--- config.mk ---
export PLATFORM = sky130hd
export DESIGN_NAME = boot_config_script_interpreter
export DESIGN_NICKNAME = d
export VERILOG_FILES = /design/src/cs_pkg.sv /design/src/cs_word_reader.sv /design/src/cs_reg_writer.sv /design/src/boot_config_script_interpreter.sv
export SDC_FILE = /design/constraint.sdc
export NUM_CORES = 1
export LEC_CHECK = 0
export ABC_CLOCK_PERIOD_IN_PS = 5500
export BUFFER_PORTS_ARGS = -buffer_cell sky130_fd_sc_hd__clkbuf_2
export CAP_MARGIN = 10
export CORE_UTILIZATION = 60
export CTS_CLUSTER_SIZE = 40
export DETAILED_ROUTE_END_ITERATION = 7
export PLACE_DENSITY = 0.85
export SYNTH_ARGS = -nofsm -noshare
export SYNTH_HDL_FRONTEND = slang
export SYNTH_SLANG_ARGS = --single-unit
--- constraint.sdc ---
create_clock -name mclk -period 5.5 [get_ports mclk]
set_input_delay 0.275 -clock mclk [delete_from_list [all_inputs] [get_ports mclk]]
set_output_delay 0.275 -clock mclk [all_outputs]
set_load 0.005 [all_outputs]
--- src/cs_pkg.sv ---
// Package: constants and types for the boot configuration script interpreter
package cs_pkg;

  // Script geometry
  localparam int unsigned SCRIPT_WORDS    = 60;
  localparam int unsigned SCRIPT_BYTES    = 240;
  localparam int unsigned IDX_W           = 6;
  localparam logic [5:0]  LAST_IDX        = 6'h3B;

  // Command words and patterns
  localparam logic [31:0] START_WORD      = 32'hA5A5A5A5;
  localparam logic [31:0] ERASED_WORD     = 32'hFFFFFFFF;
  localparam logic [31:0] DBG_OFF_WORD    = 32'h70000000;
  localparam logic [31:0] SPI_FAST_WORD   = 32'hA0000000;
  localparam logic [3:0]  WAIT_NIBBLE     = 4'h8;
  localparam logic [15:0] SKIP_TAG        = 16'h9000;

  // Field positions
  localparam int unsigned WAIT_LSB        = 0;
  localparam int unsigned WAIT_W          = 28;
  localparam int unsigned INDEX_LSB       = 0;
  localparam int unsigned COUNT_LSB       = 8;

  // Values after reset
  localparam logic [27:0] WAIT_RESET      = 28'h0000000;
  localparam logic [27:0] WAIT_DEFAULT    = 28'h0000000;
  localparam int unsigned WAIT_UNIT_US    = 100;
  localparam int unsigned SPI_SLOW_MHZ    = 2;
  localparam int unsigned SPI_FAST_MHZ    = 32;

  // Interpreter states
  typedef enum logic [2:0] {
    ST_IDLE  = 3'b000,
    ST_READ  = 3'b001,
    ST_WAIT  = 3'b010,
    ST_DECO  = 3'b011,
    ST_WRITE = 3'b100,
    ST_DONE  = 3'b101
  } cs_state_t;

endpackage

--- src/cs_word_reader.sv ---
// Script word reader: one memory read per request, data registered
`timescale 1ns/1ps
module cs_word_reader
  import cs_pkg::*;
(
  // Clock and reset
  input  wire logic          mclk,
  input  wire logic          rst_b,
  // Request from interpreter
  input  wire logic          req,
  input  wire logic [5:0]    idx,
  // Memory port
  output logic               mem_rd,
  output logic [5:0]         mem_idx,
  input  wire logic          mem_vld,
  input  wire logic [31:0]   mem_data,
  // Word to interpreter
  output logic               word_vld,
  output logic [31:0]        word
);
  import cs_pkg::*;

  typedef struct packed {
    logic        busy;
    logic        vld;
    logic [31:0] word;
  } rd_st_t;

  rd_st_t st_ff;
  rd_st_t nxt_st;

  // Next state of the reader
  always_comb begin
    nxt_st     = st_ff;
    nxt_st.vld = 1'b0;
    if (req && !st_ff.busy) begin
      nxt_st.busy = 1'b1;
    end else if (st_ff.busy && mem_vld) begin
      nxt_st.busy = 1'b0;
      nxt_st.vld  = 1'b1;
      nxt_st.word = mem_data;
    end
  end

  // State register
  always_ff @(posedge mclk or negedge rst_b) begin
    if (!rst_b) begin
      st_ff <= '0;
    end else begin
      st_ff <= nxt_st;
    end
  end

  // Memory address only reaches inside the script area
  assign mem_rd   = req && !st_ff.busy;
  assign mem_idx  = (idx > LAST_IDX) ? LAST_IDX : idx;
  assign word_vld = st_ff.vld;
  assign word     = st_ff.word;
endmodule

--- src/cs_reg_writer.sv ---
// System bus writer: holds one address/data pair until accepted
`timescale 1ns/1ps
module cs_reg_writer
  import cs_pkg::*;
(
  // Clock and reset
  input  wire logic          mclk,
  input  wire logic          rst_b,
  // Request from interpreter
  input  wire logic          req,
  input  wire logic [31:0]   addr,
  input  wire logic [31:0]   data,
  output logic               done,
  // System bus
  output logic               bus_wr,
  output logic [31:0]        bus_addr,
  output logic [31:0]        bus_wdata,
  input  wire logic          bus_ack
);
  import cs_pkg::*;

  typedef struct packed {
    logic        busy;
    logic        done;
    logic [31:0] addr;
    logic [31:0] data;
  } wr_st_t;

  wr_st_t st_ff;
  wr_st_t nxt_st;

  // Capture request, hold until the bus acknowledges
  always_comb begin
    nxt_st      = st_ff;
    nxt_st.done = 1'b0;
    if (req && !st_ff.busy) begin
      nxt_st.busy = 1'b1;
      nxt_st.addr = addr;
      nxt_st.data = data;
    end else if (st_ff.busy && bus_ack) begin
      nxt_st.busy = 1'b0;
      nxt_st.done = 1'b1;
    end
  end

  // State register
  always_ff @(posedge mclk or negedge rst_b) begin
    if (!rst_b) begin
      st_ff <= '0;
    end else begin
      st_ff <= nxt_st;
    end
  end

  assign bus_wr    = st_ff.busy;
  assign bus_addr  = st_ff.addr;
  assign bus_wdata = st_ff.data;
  assign done      = st_ff.done;
endmodule

--- src/boot_config_script_interpreter.sv ---
// Boot configuration script interpreter: walks the script and applies it
`timescale 1ns/1ps

// Memory and bus latency are open-ended: a silent memory or bus
// stalls the walk, and nothing here times it out.

////////////////////////////////////////////////////////////////////////////////
// Overview of operation
// Script is up to sixty 32-bit words
// Valid only if first word is marker
// Even word address, odd word data, write
// Skip-tagged header: following words never written
// Writer keeps calibration indices increasing
// Debug-off word sets debugger-disable flag
// Top nibble 8 loads UART wait
// Fast SPI word selects 32 MHz clock
// Stop at first erased word
// Finish before processor runs application
// Entries in order; later writes win
// No boot device: rescan or debug loop
// No marker: no writes, defaults kept
// Never read past sixtieth word
module boot_config_script_interpreter
  import cs_pkg::*;
(
  // Clock and reset
  input  wire logic          mclk,
  input  wire logic          rst_b,
  // Boot control
  input  wire logic          start,
  output logic               busy,
  output logic               script_done,
  output logic               script_valid,
  output logic               cpu_release,
  // Script memory port
  output logic               mem_rd,
  output logic [5:0]         mem_idx,
  input  wire logic          mem_vld,
  input  wire logic [31:0]   mem_data,
  // System register bus
  output logic               bus_wr,
  output logic [31:0]        bus_addr,
  output logic [31:0]        bus_wdata,
  input  wire logic          bus_ack,
  // Captured settings
  output logic [27:0]        uart_boot_start_wait,
  output logic               spi_fast_clk,
  output logic               dbg_disable,
  // Calibration bookkeeping
  output logic [5:0]         software_kit_value_count,
  output logic [5:0]         software_kit_value_first,
  output logic [7:0]         calibration_index,
  // End-of-boot decision
  input  wire logic          no_boot_device,
  output logic               rescan_periph,
  output logic               debug_port_en,
  output logic               idle_loop
);
  import cs_pkg::*;

  ////////////////////////////////////////////////////////////////////////////
  // State

  typedef struct packed {
    // Walk position
    cs_state_t   state;
    logic [5:0]  idx;

    // Pair and payload tracking
    logic [7:0]  skip_left;
    logic [31:0] addr;
    logic        have_addr;

    // Progress of the run
    logic        valid;
    logic        done;

    // Settings taken from command words
    logic [27:0] wait_val;
    logic        spi_fast;
    logic        dbg_off;

    // Calibration bookkeeping
    logic [5:0]  cal_count;
    logic [5:0]  cal_first;
    logic [7:0]  cal_index;

    // End-of-boot outcome
    logic        rescan;
    logic        dbg_en;
    logic        idle;
  } top_st_t;

  top_st_t st_ff;
  top_st_t nxt_st;

  // Reader and writer handshakes
  logic        rd_req;
  logic        word_vld;
  logic [31:0] word;
  logic        wr_req;
  logic        wr_done;
  logic [31:0] wr_data;
  logic        last_word;

  // Word classification
  logic        is_erased;
  logic        is_marker;
  logic        is_dbg_off;
  logic        is_spi_fast;
  logic        is_wait_cmd;
  logic        is_skip_hdr;

  // Walk position and end-of-boot outcome
  logic        at_first;
  logic        at_even;
  logic [5:0]  idx_next;
  logic        want_rescan;
  logic        want_loop;

  ////////////////////////////////////////////////////////////////////////////
  // Submodules

  // Word fetch from the script area
  cs_word_reader u_reader (
    .mclk     (mclk),
    .rst_b    (rst_b),
    .req      (rd_req),
    .idx      (st_ff.idx),
    .mem_rd   (mem_rd),
    .mem_idx  (mem_idx),
    .mem_vld  (mem_vld),
    .mem_data (mem_data),
    .word_vld (word_vld),
    .word     (word)
  );

  // Register write on the system bus
  cs_reg_writer u_writer (
    .mclk      (mclk),
    .rst_b     (rst_b),
    .req       (wr_req),
    .addr      (st_ff.addr),
    .data      (wr_data),
    .done      (wr_done),
    .bus_wr    (bus_wr),
    .bus_addr  (bus_addr),
    .bus_wdata (bus_wdata),
    .bus_ack   (bus_ack)
  );

  ////////////////////////////////////////////////////////////////////////////
  // Interpreter

  assign last_word = (st_ff.idx == LAST_IDX);

  // Command words matched whole
  assign is_erased   = (word == ERASED_WORD);
  assign is_marker   = (word == START_WORD);
  assign is_dbg_off  = (word == DBG_OFF_WORD);
  assign is_spi_fast = (word == SPI_FAST_WORD);

  // Command words matched by their tag field
  assign is_wait_cmd = (word[31:28] == WAIT_NIBBLE);
  assign is_skip_hdr = (word[31:16] == SKIP_TAG);

  // Where the walk stands in the script
  assign at_first = (st_ff.idx == 6'h00);
  assign at_even  = !st_ff.idx[0];
  assign idx_next = st_ff.idx + 6'h01;

  // End-of-boot outcome when no peripheral answered
  assign want_rescan = no_boot_device && st_ff.dbg_off;
  assign want_loop   = no_boot_device && !st_ff.dbg_off;

  // Next state of the interpreter
  always_comb begin
    nxt_st  = st_ff;
    rd_req  = 1'b0;
    wr_req  = 1'b0;
    wr_data = word;
    case (st_ff.state)
      // Wait for start; every run begins from defaults
      ST_IDLE: begin
        if (start) begin
          nxt_st.state     = ST_READ;
          nxt_st.idx       = '0;
          nxt_st.have_addr = 1'b0;
          nxt_st.skip_left = '0;
          nxt_st.valid     = 1'b0;
          nxt_st.done      = 1'b0;
          nxt_st.wait_val  = WAIT_DEFAULT;
          nxt_st.spi_fast  = 1'b0;
          nxt_st.dbg_off   = 1'b0;
          nxt_st.cal_count = '0;
          nxt_st.cal_first = '0;
          nxt_st.cal_index = '0;
          nxt_st.rescan    = 1'b0;
          nxt_st.dbg_en    = 1'b0;
          nxt_st.idle      = 1'b0;
        end
      end

      // One read request, then wait for the word
      ST_READ: begin
        rd_req       = 1'b1;
        nxt_st.state = ST_WAIT;
      end

      // Memory latency is open-ended; the reader flags the word
      ST_WAIT: begin
        if (word_vld) begin
          nxt_st.state = ST_DECO;
        end
      end

      // Interpret one word; payload and data slots win over every command but the erased word
      ST_DECO: begin
        nxt_st.state = ST_READ;
        if (is_erased) begin
          nxt_st.state = ST_DONE;
        end else if (at_first) begin
          // Opening word decides whether anything is applied
          if (is_marker) begin
            nxt_st.valid = 1'b1;
          end else begin
            nxt_st.state = ST_DONE;
          end
        end else if (st_ff.skip_left != '0) begin
          // Calibration payload left for software
          nxt_st.skip_left = st_ff.skip_left - 8'h01;
        end else if (st_ff.have_addr) begin
          // Odd word of a pair: write it in order
          wr_req           = 1'b1;
          nxt_st.have_addr = 1'b0;
          nxt_st.state     = ST_WRITE;
        end else if (is_dbg_off) begin
          nxt_st.dbg_off = 1'b1;
        end else if (is_spi_fast) begin
          nxt_st.spi_fast = 1'b1;
        end else if (is_wait_cmd) begin
          nxt_st.wait_val = word[WAIT_LSB +: WAIT_W];
        end else if (is_skip_hdr) begin
          // Header: count and index kept, payload follows
          nxt_st.skip_left = word[COUNT_LSB +: 8];
          nxt_st.cal_index = word[INDEX_LSB +: 8];
          nxt_st.cal_first = idx_next;
          nxt_st.cal_count = st_ff.cal_count + 6'h01;
        end else if (at_even) begin
          // Address slot of a register pair
          nxt_st.addr      = word;
          nxt_st.have_addr = 1'b1;
        end
        // Next word, unless the script area is used up
        if (nxt_st.state == ST_READ) begin
          if (last_word) begin
            nxt_st.state = ST_DONE;
          end else begin
            nxt_st.idx = idx_next;
          end
        end
      end

      // Hold until the bus takes the pair
      ST_WRITE: begin
        if (wr_done) begin
          if (last_word) begin
            nxt_st.state = ST_DONE;
          end else begin
            nxt_st.idx   = idx_next;
            nxt_st.state = ST_READ;
          end
        end
      end

      // Script finished; start honoured once the end is visible
      ST_DONE: begin
        nxt_st.done   = 1'b1;
        nxt_st.rescan = want_rescan;
        if (want_loop) begin
          nxt_st.dbg_en = 1'b1;
          nxt_st.idle   = 1'b1;
        end
        if (start && st_ff.done) begin
          nxt_st.state = ST_IDLE;
        end
      end

      // Any unused code returns to idle
      default: begin
        nxt_st.state = ST_IDLE;
      end
    endcase
  end

  // State register; every field starts from its reset value
  always_ff @(posedge mclk or negedge rst_b) begin
    if (!rst_b) begin
      st_ff.state     <= ST_IDLE;
      st_ff.idx       <= '0;
      st_ff.skip_left <= '0;
      st_ff.addr      <= '0;
      st_ff.have_addr <= 1'b0;
      st_ff.valid     <= 1'b0;
      st_ff.done      <= 1'b0;
      st_ff.wait_val  <= WAIT_RESET;
      st_ff.spi_fast  <= 1'b0;
      st_ff.dbg_off   <= 1'b0;
      st_ff.cal_count <= '0;
      st_ff.cal_first <= '0;
      st_ff.cal_index <= '0;
      st_ff.rescan    <= 1'b0;
      st_ff.dbg_en    <= 1'b0;
      st_ff.idle      <= 1'b0;
    end else begin
      st_ff <= nxt_st;
    end
  end

  ////////////////////////////////////////////////////////////////////////////
  // Outputs

  // Progress and handover to the processor
  assign busy         = (st_ff.state != ST_IDLE) && !st_ff.done;
  assign script_done  = st_ff.done;
  assign script_valid = st_ff.valid;
  assign cpu_release  = st_ff.done;

  // Settings captured from command words
  assign uart_boot_start_wait = st_ff.wait_val;
  assign spi_fast_clk         = st_ff.spi_fast;
  assign dbg_disable          = st_ff.dbg_off;

  // Calibration bookkeeping for software
  assign software_kit_value_count = st_ff.cal_count;
  assign software_kit_value_first = st_ff.cal_first;
  assign calibration_index        = st_ff.cal_index;

  // End-of-boot outcome
  assign rescan_periph = st_ff.rescan;
  assign debug_port_en = st_ff.dbg_en;
  assign idle_loop     = st_ff.idle;
endmodule

* Word-level counts from Yosys, hierarchy flattened *
Index checks and enable logic that the tools add are counted.

storage, ports and cells
  register bits = 205
  output and inout bits = 129

operators by class
  $add $sub $neg = 3
  magnitude comparators = 1
  equal/unequal tests = 37
  mux-type cells = 63
  bitwise operators = 10
  reductions and logical operators = 34

operator list
  kind                                              count
  two-way mux 50 bit                                4
  two-way mux 41 bit                                4
  two-way mux 33 bit                                4
  case mux 50 bit (2 select lines)                  1
  == test 32 bit (second input constant)            3
  two-way mux 20 bit                                4
  two-way mux 28 bit                                2
  two-way mux 56 bit                                1
  two-way mux 42 bit                                1
  two-way mux 40 bit                                1
  two-way mux 34 bit                                1
  inequality test 2 bit (second input constant)     17
  == test 32 x 31 -> 1 bit (second input constant)  1
  two-way mux 3 bit                                 10
  two-way mux 29 bit                                1
  AND reduction 10 bit                              2
  two-way mux 9 bit                                 2
  case mux 3 bit (6 select lines)                   1
  case mux 6 bit (3 select lines)                   1
  AND reduction 9 bit                               2
  two-way mux 17 bit                                1
  == test 16 bit (second input constant)            1
  two-way mux 8 bit                                 2
  case mux 8 bit (2 select lines)                   1
  other kinds (30)                                  80

* Depth between registers and ports, before layout *
Gate-level depths: netlist of run 1.

  depth in word-level cells = 10
  mapped depth = 10
  mapped depth without buffers = 8

* Cells and area by module *
A second synthesis of run 1 with hierarchy kept.

unflattened totals
  cells, all modules = 756
  area total of the unflattened synthesis = 9846.9 um2

by module, submodules not included
  module                          times used  cells each  area each (um2)  sequential area each (um2)
  boot_config_script_interpreter  1           502         5420.2           2602.5
  cs_reg_writer                   1           141         2766.4           1651.6
  cs_word_reader                  1           113         1660.3           850.8

* Least setup slack after synthesis of run 1 *
Ideal clock, no wire load.

  kind = register -> register
  from = register st_ff[88] in the netlist's numbering
  to = register u_writer.st_ff, in the netlist u_writer.bus_addr[0]
  setup time = 0.125 ns
  arrival time = 2.302 ns
  slack = 3.074 ns
  cell stages (with the launch flop) = 9
  path buffers = 2
  period minus slack after synthesis = 2.426 ns
  cells stage by stage = dfrtp_1 -> inv_1 -> ha_1 -> or3b_2 -> nor3_1 -> nor4b_2 -> buf_2 -> buf_4 -> mux2_2

on the way
  word-level cells in the longest chain between the ends = 6

ends and longest elaborated chain
  element                 RTL line                               source
  from (decl)             boot_config_script_interpreter.sv:94   top_st_t st_ff;
  from (signal assigned)  boot_config_script_interpreter.sv:316  st_ff <= nxt_st;
  nonzero test 8 bit      boot_config_script_interpreter.sv:229  end else if (st_ff.skip_left != '0) begin
  two-way mux 1 bit       boot_config_script_interpreter.sv:229
  two-way mux 1 bit       boot_config_script_interpreter.sv:222  end else if (at_first) begin
  two-way mux 1 bit       boot_config_script_interpreter.sv:220  if (is_erased) begin
  two-way mux 1 bit       boot_config_script_interpreter.sv:182  case (st_ff.state)
  logical AND 1 bit       cs_reg_writer.sv:36                    if (req && !st_ff.busy) begin
  to (signal assigned)    cs_reg_writer.sv:51                    st_ff <= nxt_st;
  to (decl)               cs_reg_writer.sv:29                    wr_st_t st_ff;

Every way passes these cells.
A chain may end at the register's enable or synchronous reset.

* Worst setup path in the final report of run 1 *
  from = register st_ff[88] in the netlist's numbering
  to = register, netlist name st_ff[58]

on the way
  word-level cells in the longest chain between the ends = 3

ends and longest elaborated chain
  element                         RTL line
  nonzero test 8 bit              boot_config_script_interpreter.sv:229
  inverter 1 bit (no line)        -
  AND reduction 10 bit (no line)  -

Every way passes these cells.

==> results of run 1 <==
## logic make-up (layout without fill, tap and decap cells)
family	count (synthesis)	in the layout	synth area share
multiplexers	128	128	0.1712
XOR/XNOR	8	8	0.007738
buffers and inverters	94	220	0.06938
flip-flops	204	204	0.5638
adder cells (fa/ha/maj)	5	5	0.006910
AND/OR/NAND/NOR	162	162	0.09397
AO/OA/AOI/OAI	108	108	0.08693
## cell usage in the layout (no fill, tap or decap), types with 6 or more instances in the layout
master     synthesis  routed
mux2_2            99      99
nor3_1            12      12
clkbuf_16          0      21
nand2_1           51      51
o21ai_0           29      29
a21oi_1           11      11
o31ai_1            6       6
mux2_4            29      29
a22o_1            28      28
inv_1             10      10
a31oi_1            6       6
nor4_1             9       9
nor2_1            23      23
nand3_1           15      15
dfrtp_1          204     204
clkbuf_2           1     165
nand4_1           13      13
## worst paths after layout
check                                               to  slack (ns)  cells past startpoint
max in group asynchronous            u_reader.word[16]        3.82                      3
min reg2reg                software_kit_value_first[5]        0.49                      2
min                                  u_reader.word[15]        0.01                      2
max                                          st_ff[58]        2.17                      7
max reg2reg                                  st_ff[58]        2.17                      7
min in group asynchronous            u_reader.word[29]        0.32                      2
## registers in the layout, indices dropped and copies added, names as in the netlist, 6 cells and up
register,count
u_writer.bus_wdata,32
software_kit_value_count,6
calibration_index,8
u_reader.word,32
uart_boot_start_wait,28
software_kit_value_first,6
u_writer.bus_addr,32
st_ff,50
## layout make-up
cell class	count	area [sq um]
fillers	1003	4389
well taps	184	230.2
flip-flops and latches	204	5105
multi-input cells	411	3331
clock inverters	10	91.34
inverters	10	37.54
repair buffers	173	892.1
clock buffers	27	568.0
## report_power, final
part | internal [uW] | switching (uW) | leakage (uW)
Combinational | 659 | 720 | 0.00207
Sequential | 1870 | 529 | 0.00275
Clock | 783 | 573 | 0.000321
## synthesized netlist by cell type (2+ instances only)
| master | number |
|---|---|
| mux2_2 | 99 |
| nand2b_1 | 5 |
| or2_2 | 2 |
| nor2b_1 | 2 |
| nor2_1 | 23 |
| nor4b_1 | 2 |
| buf_1 | 3 |
| or3_1 | 3 |
| a31oi_1 | 6 |
| o211ai_1 | 3 |
| nor4_1 | 9 |
| and2_1 | 5 |
| nand4_1 | 13 |
| nand3_1 | 15 |
| buf_12 | 3 |
| buf_4 | 55 |
| dfrtp_1 | 204 |
| nor4_2 | 2 |
| a221o_1 | 3 |
| clkbuf_1 | 12 |
| o21ai_0 | 29 |
| and3_1 | 4 |
| xnor2_1 | 4 |
| a21oi_1 | 11 |
| nor3b_1 | 2 |
| or4_1 | 2 |
| ha_1 | 5 |
| a22o_1 | 28 |
| a21o_1 | 5 |
| buf_2 | 9 |
| xor2_1 | 4 |
| a211oi_1 | 3 |
| nor3_1 | 12 |
| inv_1 | 10 |
| nand2_1 | 51 |
| mux2_4 | 29 |
| o21bai_1 | 2 |
| o31ai_1 | 6 |
## routing by layer
metal	wire, um	global-route usage
met4	588	0.08680
met3	1432	0.05713
met2	9974	0.4508
met1	8834	0.3764
met5	0	0
## worst max-delay path: stages (launching register included)
cell and delay, ns:
dfrtp_1 0.42, inv_1 0.16, ha_1 0.19, nor3b_1 0.40, nand2_1 0.29, nor2_1 0.28, and4_2 1.04, mux2_2 0.42
## stage by stage
step	hold slack [ns]	total power [uW]	setup slack (ns)	area, sq um	utilization
2_1_floorplan	-0.02059	3233	3.074	9054	-
3_3_place_gp	0.2687	3677	2.353	9580	0.6542
3_5_place_dp	0.2777	3748	2.247	9580	0.6542
4_1_cts	0.001487	5126	2.211	10250	0.6999
5_1_grt	0.007648	5386	1.966	10250	0.7003
6_report	0.01424	5129	2.166	10250	0.7003
==> summary.txt, run 1 <==
Startpoint Class - register
Worst-Skew Late Latency - 0.50 ns
Max FO, Critical Path - 33
fin crit share - 0.6062
fraction of layout instances using a drive strength above 1 - 0.4168
Yosys cell types - 62
via count - 6162
Synth top area share - 0.5638
sequential share of the synthesized area - 0.5638
Clock Tree Buf Depth - 3
# diodes - 0
Via density - 6.047
ranking of synthesized cells by area - dfrtp_1, mux2_2, mux2_4
synthesis-stage register bit count - 204
Rows - 44
crit path kind - reg2reg
worst path arrival time - 3.71 ns
Crit. Startpoint - st_ff[88]
antenna violations before repair - 0
worst min-delay path category - in2reg
synthesized area - 0.009054 sq mm
post-DP HPWL - 14120 um
Max Freq - 0.2999 GHz
Leakage - 0.005140 uW
die footprint - 0.01559 sq mm
Clock Skew - 0.01336 ns
status - finished with violations
Non-Filler Instances - 1019
Synth Warn # - 0
R2R Path Start - st_ff[88]
gr ovfl total - 0
Detailed Route Iter0 Violations - 371
Setup Viol. Count Final - 0
# H-tree levels - 1
gr usage total - 0.2769
Max Cap Violations - 0
Antenna Nets Post-Route - 0
I/O pin total - 167
global-route wire length before repair - 33850 um
Resized cells post-CTS - 0
Post-route DRC - 18
pwr dens - 500.2 mW/mm^2
Synthesized Nets - 752
final wirelength - 20830 um
CTS Buf Count - 21
Worst VDD drop - 417.2 uV
Wirelength per Cell - 20.44 um
Avg Inst Size Synth - 12.77 sq um
CTS tree - done
RSZ-0062 raised after global routing - false
Slew HR - 0.1793
Cells after Synth - 709
port bufs - 166
failing checks - DRC
die height - 124.8 um
Worst Max-Slew Pin Slew - 1.231 ns
Primary FF master, synth - dfrtp_1
Post-CTS Setup Bufs - 0
Root Buffer - clkbuf_16
Area Growth Syn to Fin - 13.27%
Initial Utilization - 0.6183
core box area - 0.01464 sq mm
CP Data Required Time - 5.87 ns
Fin. Hold Viols - 0
EDFF count, synth - 0
worst hold start - mem_data[15]
# hold bufs at CTS - 1
largest net degree at the start of global routing - 80
final worst path period need - 3.334 ns
FFs w/ async S/R, synth - 1.000
clock transition at the registers of the reported paths - 0.06 ns
TNS Setup - 0 ns
vias in the first global route - 6226
max-slew violation count - 0
leading area contributor after synthesis - dfrtp_1
dpl cells - 980
first drt pass iteration count - 7
Clock Sink Count - 204
Die X - 124.8 um
RD Place Congestion - 0.9140
CP Capture Type - register
# nets final - 864
(Power assumes the default switching activity.)
==> run 2: changes to the inputs <==
- ABC_CLOCK_PERIOD_IN_PS: 5500 -> 3000
- CORE_UTILIZATION: 60 -> 50
- PLACE_DENSITY: 0.85 -> 0.76
- clock period: 5.5 -> 3 ns (I/O delays scaled with it)
==> summary.txt, run 2 (synthesized netlist as in run 1, its figures left out) <==
Max Freq - 0.3598 GHz (+20%)
RSZ-0062 raised after global routing - false
dpl cells - 1057 (+7.9%)
Post-CTS Setup Bufs - 0 (unchanged)
fin crit share - 0.9264 (+0.3202)
core box area - 0.01748 sq mm (+19%)
Leakage - 0.005500 uW (+7.0%)
Resized cells post-CTS - 0 (unchanged)
antenna violations before repair - 0 (unchanged)
CP max stage delay - 0.71 ns (-0.33 ns)
I/O pin total - 167 (unchanged)
final worst path period need - 2.779 ns (-0.5550 ns)
RD Place Congestion - 0.9139 (about the same)
die footprint - 0.01865 sq mm (+20%)
Setup Viol. Count Final - 0 (unchanged)
gr ovfl total - 0 (unchanged)
status - finished, final reports clean
crit path kind - reg2reg
Slowest-stage cell, CP - nor2_2
total chip power - 9912 uW (+93%)
Max FO, Critical Path - 20 (-39%)
largest net degree at the start of global routing - 101 (+26%)
first drt pass iteration count - 4 (-3)
Die X - 136.6 um (+9.4%)
TNS Setup - 0 ns (unchanged)
Detailed Route Iter0 Violations - 354 (-4.6%)
Clock Tree Buf Depth - 3 (unchanged)
sequential share of power - 0.423 (-0.044)
CTS Buf Count - 22 (+4.8%)
worst min-delay path category - in2async
Startpoint Class - register
post-route cell area - 0.01102 sq mm (+7.4%)
GR Layer Usage met3 - 0.05370 (-0.003427)
vias in the first global route - 6307 (+1.3%)
Clock Skew - 0.01184 ns (-0.001521 ns)
post-DP HPWL - 14680 um (+4.0%)
final wirelength - 21970 um (+5.5%)
Top reg by flops - st_ff
GR Layer Usage met1 - 0.3314 (-0.04505)
# nets final - 936 (+8.3%)
switching portion of total power - 0.3451 (-0.01018)
CTS tree - done
Comb power frac - 0.312 (+0.043)
gr usage total - 0.2389 (-0.03803)
CP Data Required Time - 3.44 ns (-2.43 ns)
max reg flops - 50 (unchanged)
Initial Utilization - 0.5180 (-0.1002)
Fillers - 1345 (+34%)
fraction of layout instances using a drive strength above 1 - 0.4213 (+0.004576)
max-slew violation count - 0 (unchanged)
placed cell area - 0.009942 sq mm (+3.8%)
Clk pwr share - 0.265 (about the same)
port bufs - 166 (unchanged)
M2 GR Usage - 0.3765 (-0.07428)
Root Buffer - clkbuf_16
Max Cap Violations - 0 (unchanged)
via count - 6311 (+2.4%)
P_sw - 3421 uW (+88%)
CP Capture Type - register
Slew HR - 0.3594 (+0.1801)
Worst Max-Slew Pin Slew - 0.9576 ns (-0.2735 ns)
Worst VDD drop - 511.9 uV (+23%)
Antenna Nets Post-Route - 0 (unchanged)
crit path cell chain - inv_1, ha_1, or4b_4, o21ai_4, nand2_1, o2111a_1, nor2_2, buf_4, a22o_1
most frequent cells in the layout - dfrtp_1, clkbuf_2, mux2_2
# diodes - 0 (unchanged)
Non-Filler Instances - 1134 (+11%)
Worst-Skew Late Latency - 0.50 ns (about the same)
Clock Sink Count - 204 (unchanged)
Rows - 48 (+9.1%)
# H-tree levels - 1 (unchanged)
Post-route DRC - 0 (-18)
commonest non-fill, non-tap cell in the layout - dfrtp_1
clock transition at the registers of the reported paths - 0.06 ns (about the same)
Wirelength per Cell - 19.37 um (-5.2%)
P_int - 6492 uW (+96%)
global-route wire length before repair - 34320 um (+1.4%)
worst path arrival time - 3.22 ns (-0.49 ns)
Area Growth Syn to Fin - 21.70%
GRT busiest layer - met2
die height - 136.6 um (+9.4%)
pwr dens - 899.6 mW/mm^2 (+80%)
Via density - 5.565 (-8.0%)
Fin. Hold Viols - 0 (unchanged)
-- run 2: per-stage QoR --
step	hold WS (ns)	util	worst slack, ns
3_5_place_dp	0.2950	0.5689	0.2593
5_1_grt	0.3622	0.6304	0.03699
4_1_cts	0.3373	0.6304	0.2499
3_3_place_gp	0.2947	0.5689	0.2280
6_report	0.2925	0.6304	0.2208
2_1_floorplan	-0.1456	-	0.5738
-- run 2: power groups by stage --
| stage | Combinational, uW | Sequential (uW) | Clock, uW |
|---|---|---|---|
| floorplan | 1950 | 3980 | 0 |
| global placement | 3000 | 4200 | 0 |
| detailed placement | 3040 | 4210 | 0 |
| CTS | 3090 | 4170 | 2690 |
| global route | 3360 | 4280 | 2790 |
| finish | 3090 | 4200 | 2620 |
-- run 2: path summary, 6_finish.rpt --
check	start	end	slack [ns]	cells after the start
max	st_ff[97]	uart_boot_start_wait[22]	0.22	9
min	rst_b	software_kit_value_first[4]	0.29	2
max reg2reg	st_ff[97]	uart_boot_start_wait[22]	0.22	9
min reg2reg	software_kit_value_first[0]	software_kit_value_first[0]	0.48	2
max in group asynchronous	rst_b	uart_boot_start_wait[11]	1.80	3
min in group mclk	mem_data[18]	u_reader.word[18]	0.42	3
-- run 2: worst max-delay path, delay by kind of cell, from the launching register on --
kind	cells	cell delay (ns)
compound gates	3	0.47
flops	1	0.40
simple gates	3	1.28
fa+ha+maj	1	0.15
buf+inv	2	0.39
-- run 2: repair_timing --
| item | CTS | global route |
|---|---|---|
| hold buffers | 37 | 0 |
| hold endpoints to repair | 135 | 0 |
| endpoints found under the setup margin | 0 | 0 |
-- run 2: final cells by class --
type / instances / area [sq um] / area share
inverter: 10 / 37.54 / 0.003407
clock inverter: 6 / 70.07 / 0.006359
clock buffer: 34 / 635.6 / 0.05769
multi-input combinational: 411 / 3333 / 0.3025
timing repair buffer: 244 / 1555 / 0.1412
tap: 225 / 281.5 / 0.02555
sequential: 204 / 5105 / 0.4633
-- run 2: layer usage --
layer,vias to the layer above,share of wire
li1,2874,-
met1,3173,0.44
met2,228,0.47
met3,36,0.064
met4,0,0.022
met5,-,0
==> run 3: changes to the inputs <==
- CORE_UTILIZATION: 50 -> 51
- SYNTH_HIERARCHICAL: default -> 1
==> summary.txt, run 3 <==
global-route wire length before repair - 36690 um (+6.9%)
max-slew violation count - 0 (unchanged)
die footprint - 0.01987 sq mm (+6.5%)
Wirelength per Cell - 19.97 um (+3.1%)
CP Data Required Time - 3.39 ns (-0.05 ns)
Crit. Startpoint - st_ff[88]
gr ovfl total - 0 (unchanged)
RD Place Congestion - 0.9746 (+6.6%)
Area Growth Syn to Fin - 17.78%
sequential share of the synthesized area - 0.5184 (-0.04542)
gr usage total - 0.2402 (+0.001297)
Setup Viol. Count Final - 0 (unchanged)
worst path arrival time - 3.26 ns (+0.04 ns)
crit path kind - reg2reg
worst reg2reg path depth - 8 (-1)
Clock Sink Count - 204 (unchanged)
top post-synthesis cells by count - dfrtp_1, mux2_4, buf_4
Worst Hold Path EP - st_ff[102]
Startpoint Class - register
Clock Skew - 0.01021 ns (-0.001634 ns)
Cells after Synth - 756 (+6.6%)
Fillers - 1467 (+9.1%)
Non-Filler Instances - 1186 (+4.6%)
Synth Warn # - 6 (+6)
Clock Tree Buf Depth - 3 (unchanged)
worst min-delay path category - in2reg
WHS Path Cells - 4
final wirelength - 23690 um (+7.8%)
Resized cells post-CTS - 0 (unchanged)
via count - 6513 (+3.2%)
most frequent cells in the layout - dfrtp_1, clkbuf_2, mux2_4
Worst Max-Slew Pin Slew - 0.8543 ns (-0.1032 ns)
Antenna Nets Post-Route - 0 (unchanged)
EDFF count, synth - 0 (unchanged)
Synth top area share - 0.5184 (-0.04542)
synthesized area - 0.009847 sq mm (+8.8%)
CTS tree - done
placed cell area - 0.01052 sq mm (+5.8%)
Die X - 141.0 um (+3.2%)
CP Capture Type - register
TNS Setup - 0 ns (unchanged)
largest net degree at the start of global routing - 82 (-19%)
clock transition at the registers of the reported paths - 0.06 ns (about the same)
CTS Buf Count - 22 (unchanged)
# diodes - 0 (unchanged)
ranking of synthesized cells by area - dfrtp_1, mux2_4, buf_4
final worst path period need - 2.877 ns (+0.09738 ns)
Util after Layout - 0.6159 (-0.01456)
Slew HR - 0.4252 (+0.06582)
dpl cells - 1108 (+4.8%)
FFs w/ async S/R, synth - 1.000 (unchanged)
# H-tree levels - 1 (unchanged)
worst hold start - start
commonest non-fill, non-tap cell in the layout - dfrtp_1
Yosys cell types - 62 (unchanged)
Leakage - 0.005740 uW (+4.4%)
Rows - 50 (+4.2%)
Initial Utilization - 0.5229 (+0.004882)
Top reg by flops - st_ff
Via density - 5.492 (-1.3%)
fraction of layout instances using a drive strength above 1 - 0.4233 (+0.001984)
Post-route DRC - 0 (unchanged)
max reg flops - 50 (unchanged)
I/O pin total - 167 (unchanged)
port bufs - 166 (unchanged)
Primary FF master, synth - dfrtp_1
# nets final - 954 (+1.9%)
die height - 141.0 um (+3.2%)
Fin. Hold Viols - 0 (unchanged)
Root Buffer - clkbuf_16
Worst VDD drop - 586.7 uV (+15%)
reg-to-reg slack, setup - 0.12 ns (-0.10 ns)
post-DP HPWL - 16540 um (+13%)
synthesis-stage register bit count - 204 (unchanged)
post-route cell area - 0.01160 sq mm (+5.3%)
pwr dens - 960.4 mW/mm^2 (+6.7%)
vias in the first global route - 6337 (+0.48%)
R2R Path Start - st_ff[88]
core box area - 0.01883 sq mm (+7.7%)
setup ws final - 0.1235 ns (-0.09738 ns)
most frequent cell after synthesis - dfrtp_1
Synthesized Nets - 799 (+6.3%)
Max FO, Critical Path - 16 (-20%)
Worst-Skew Late Latency - 0.51 ns (about the same)
fin crit share - 0.9588 (+0.03246)
Detailed Route Iter0 Violations - 528 (+49%)
Max Cap Violations - 0 (unchanged)
FF-to-FF End - st_ff[87]
first drt pass iteration count - 5 (+1)
RSZ-0062 raised after global routing - false
status - finished, final reports clean
Avg Inst Size Synth - 13.03 sq um (+2.0%)
pre-CTS setup slack - 0.1389 ns (-0.1204 ns)
antenna violations before repair - 0 (unchanged)
Max Freq - 0.3476 GHz (-3.4%)
leading area contributor after synthesis - dfrtp_1
## run 3: cell type report
type                            count  area [sq um]  area share
Sequential cell                   204          5105      0.4402
Clock inverter                      8         48.80    0.004208
Multi-Input combinational cell    420          3772      0.3253
Clock buffer                       31         635.6     0.05481
Timing Repair Buffer              251          1665      0.1436
Inverter                           12         45.04    0.003884
Tap cell                          260         325.3     0.02805
## run 3: worst max path at each step
stage | endpoint | slack, ns | depth (start not counted)
after detailed placement | u_writer/bus_addr[25] | 0.14 | 9
final | st_ff[87] | 0.12 | 8
after global routing | st_ff[87] | 0.02 | 8
after floorplan | st_ff[56] | 0.62 | 9
after CTS | u_writer/bus_addr[25] | 0.14 | 9
after global placement | u_writer/bus_addr[25] | 0.27 | 9
## run 3: logic make-up (layout without fill, tap and decap cells)
logic type	Yosys count	count (layout)	share of synthesized area
DFF	204	204	0.5184
and+or+nand+nor	170	170	0.09606
muxes	132	132	0.1952
buffers and inverters	132	302	0.09987
AOI/OAI and AO/OA	108	108	0.07967
adders and majority gates	5	5	0.006353
xor gates and xnor gates	5	5	0.004448
## run 3: power breakdown
part           leakage, uW  internal, uW  switching [uW]  total (uW)
Combinational      0.00269          2080            2010        4090
Sequential         0.00271          3580             918        4500
Clock             0.000341          1480            1070        2550
## run 3: per-layer routing
layer,track usage,part of all wire
met1,0.3317,0.44
met4,0.07494,0.024
met2,0.3826,0.47
met3,0.04857,0.071
met5,0,0
## run 3: critical path, cell delays in order, from the launching register on
cell       delay [ns]
dfrtp_1          0.41
inv_1            0.10
ha_1             0.16
nor4b_4          0.29
nand2_2          0.19
a2111oi_4        0.54
o2111a_2         0.51
buf_12           0.22
mux2_4           0.32
## run 3: repair_timing
action / 4_1_cts / 5_1_grt
hold buffers: 35 / 0
hold endpoints to repair: 114 / 0
endpoints found under the setup margin: 0 / 1
setup buffers: 0 / 4
## run 3: through the flow
| step | hold WS, ns | power, uW |
|---|---|---|
| after global placement | 0.2463 | 8385 |
| final | 0.02726 | 11140 |
| after global routing | 0.05530 | 11660 |
| after CTS | 0.01456 | 11120 |
| after detailed placement | 0.2415 | 8507 |
| after floorplan | -0.1456 | 7254 |
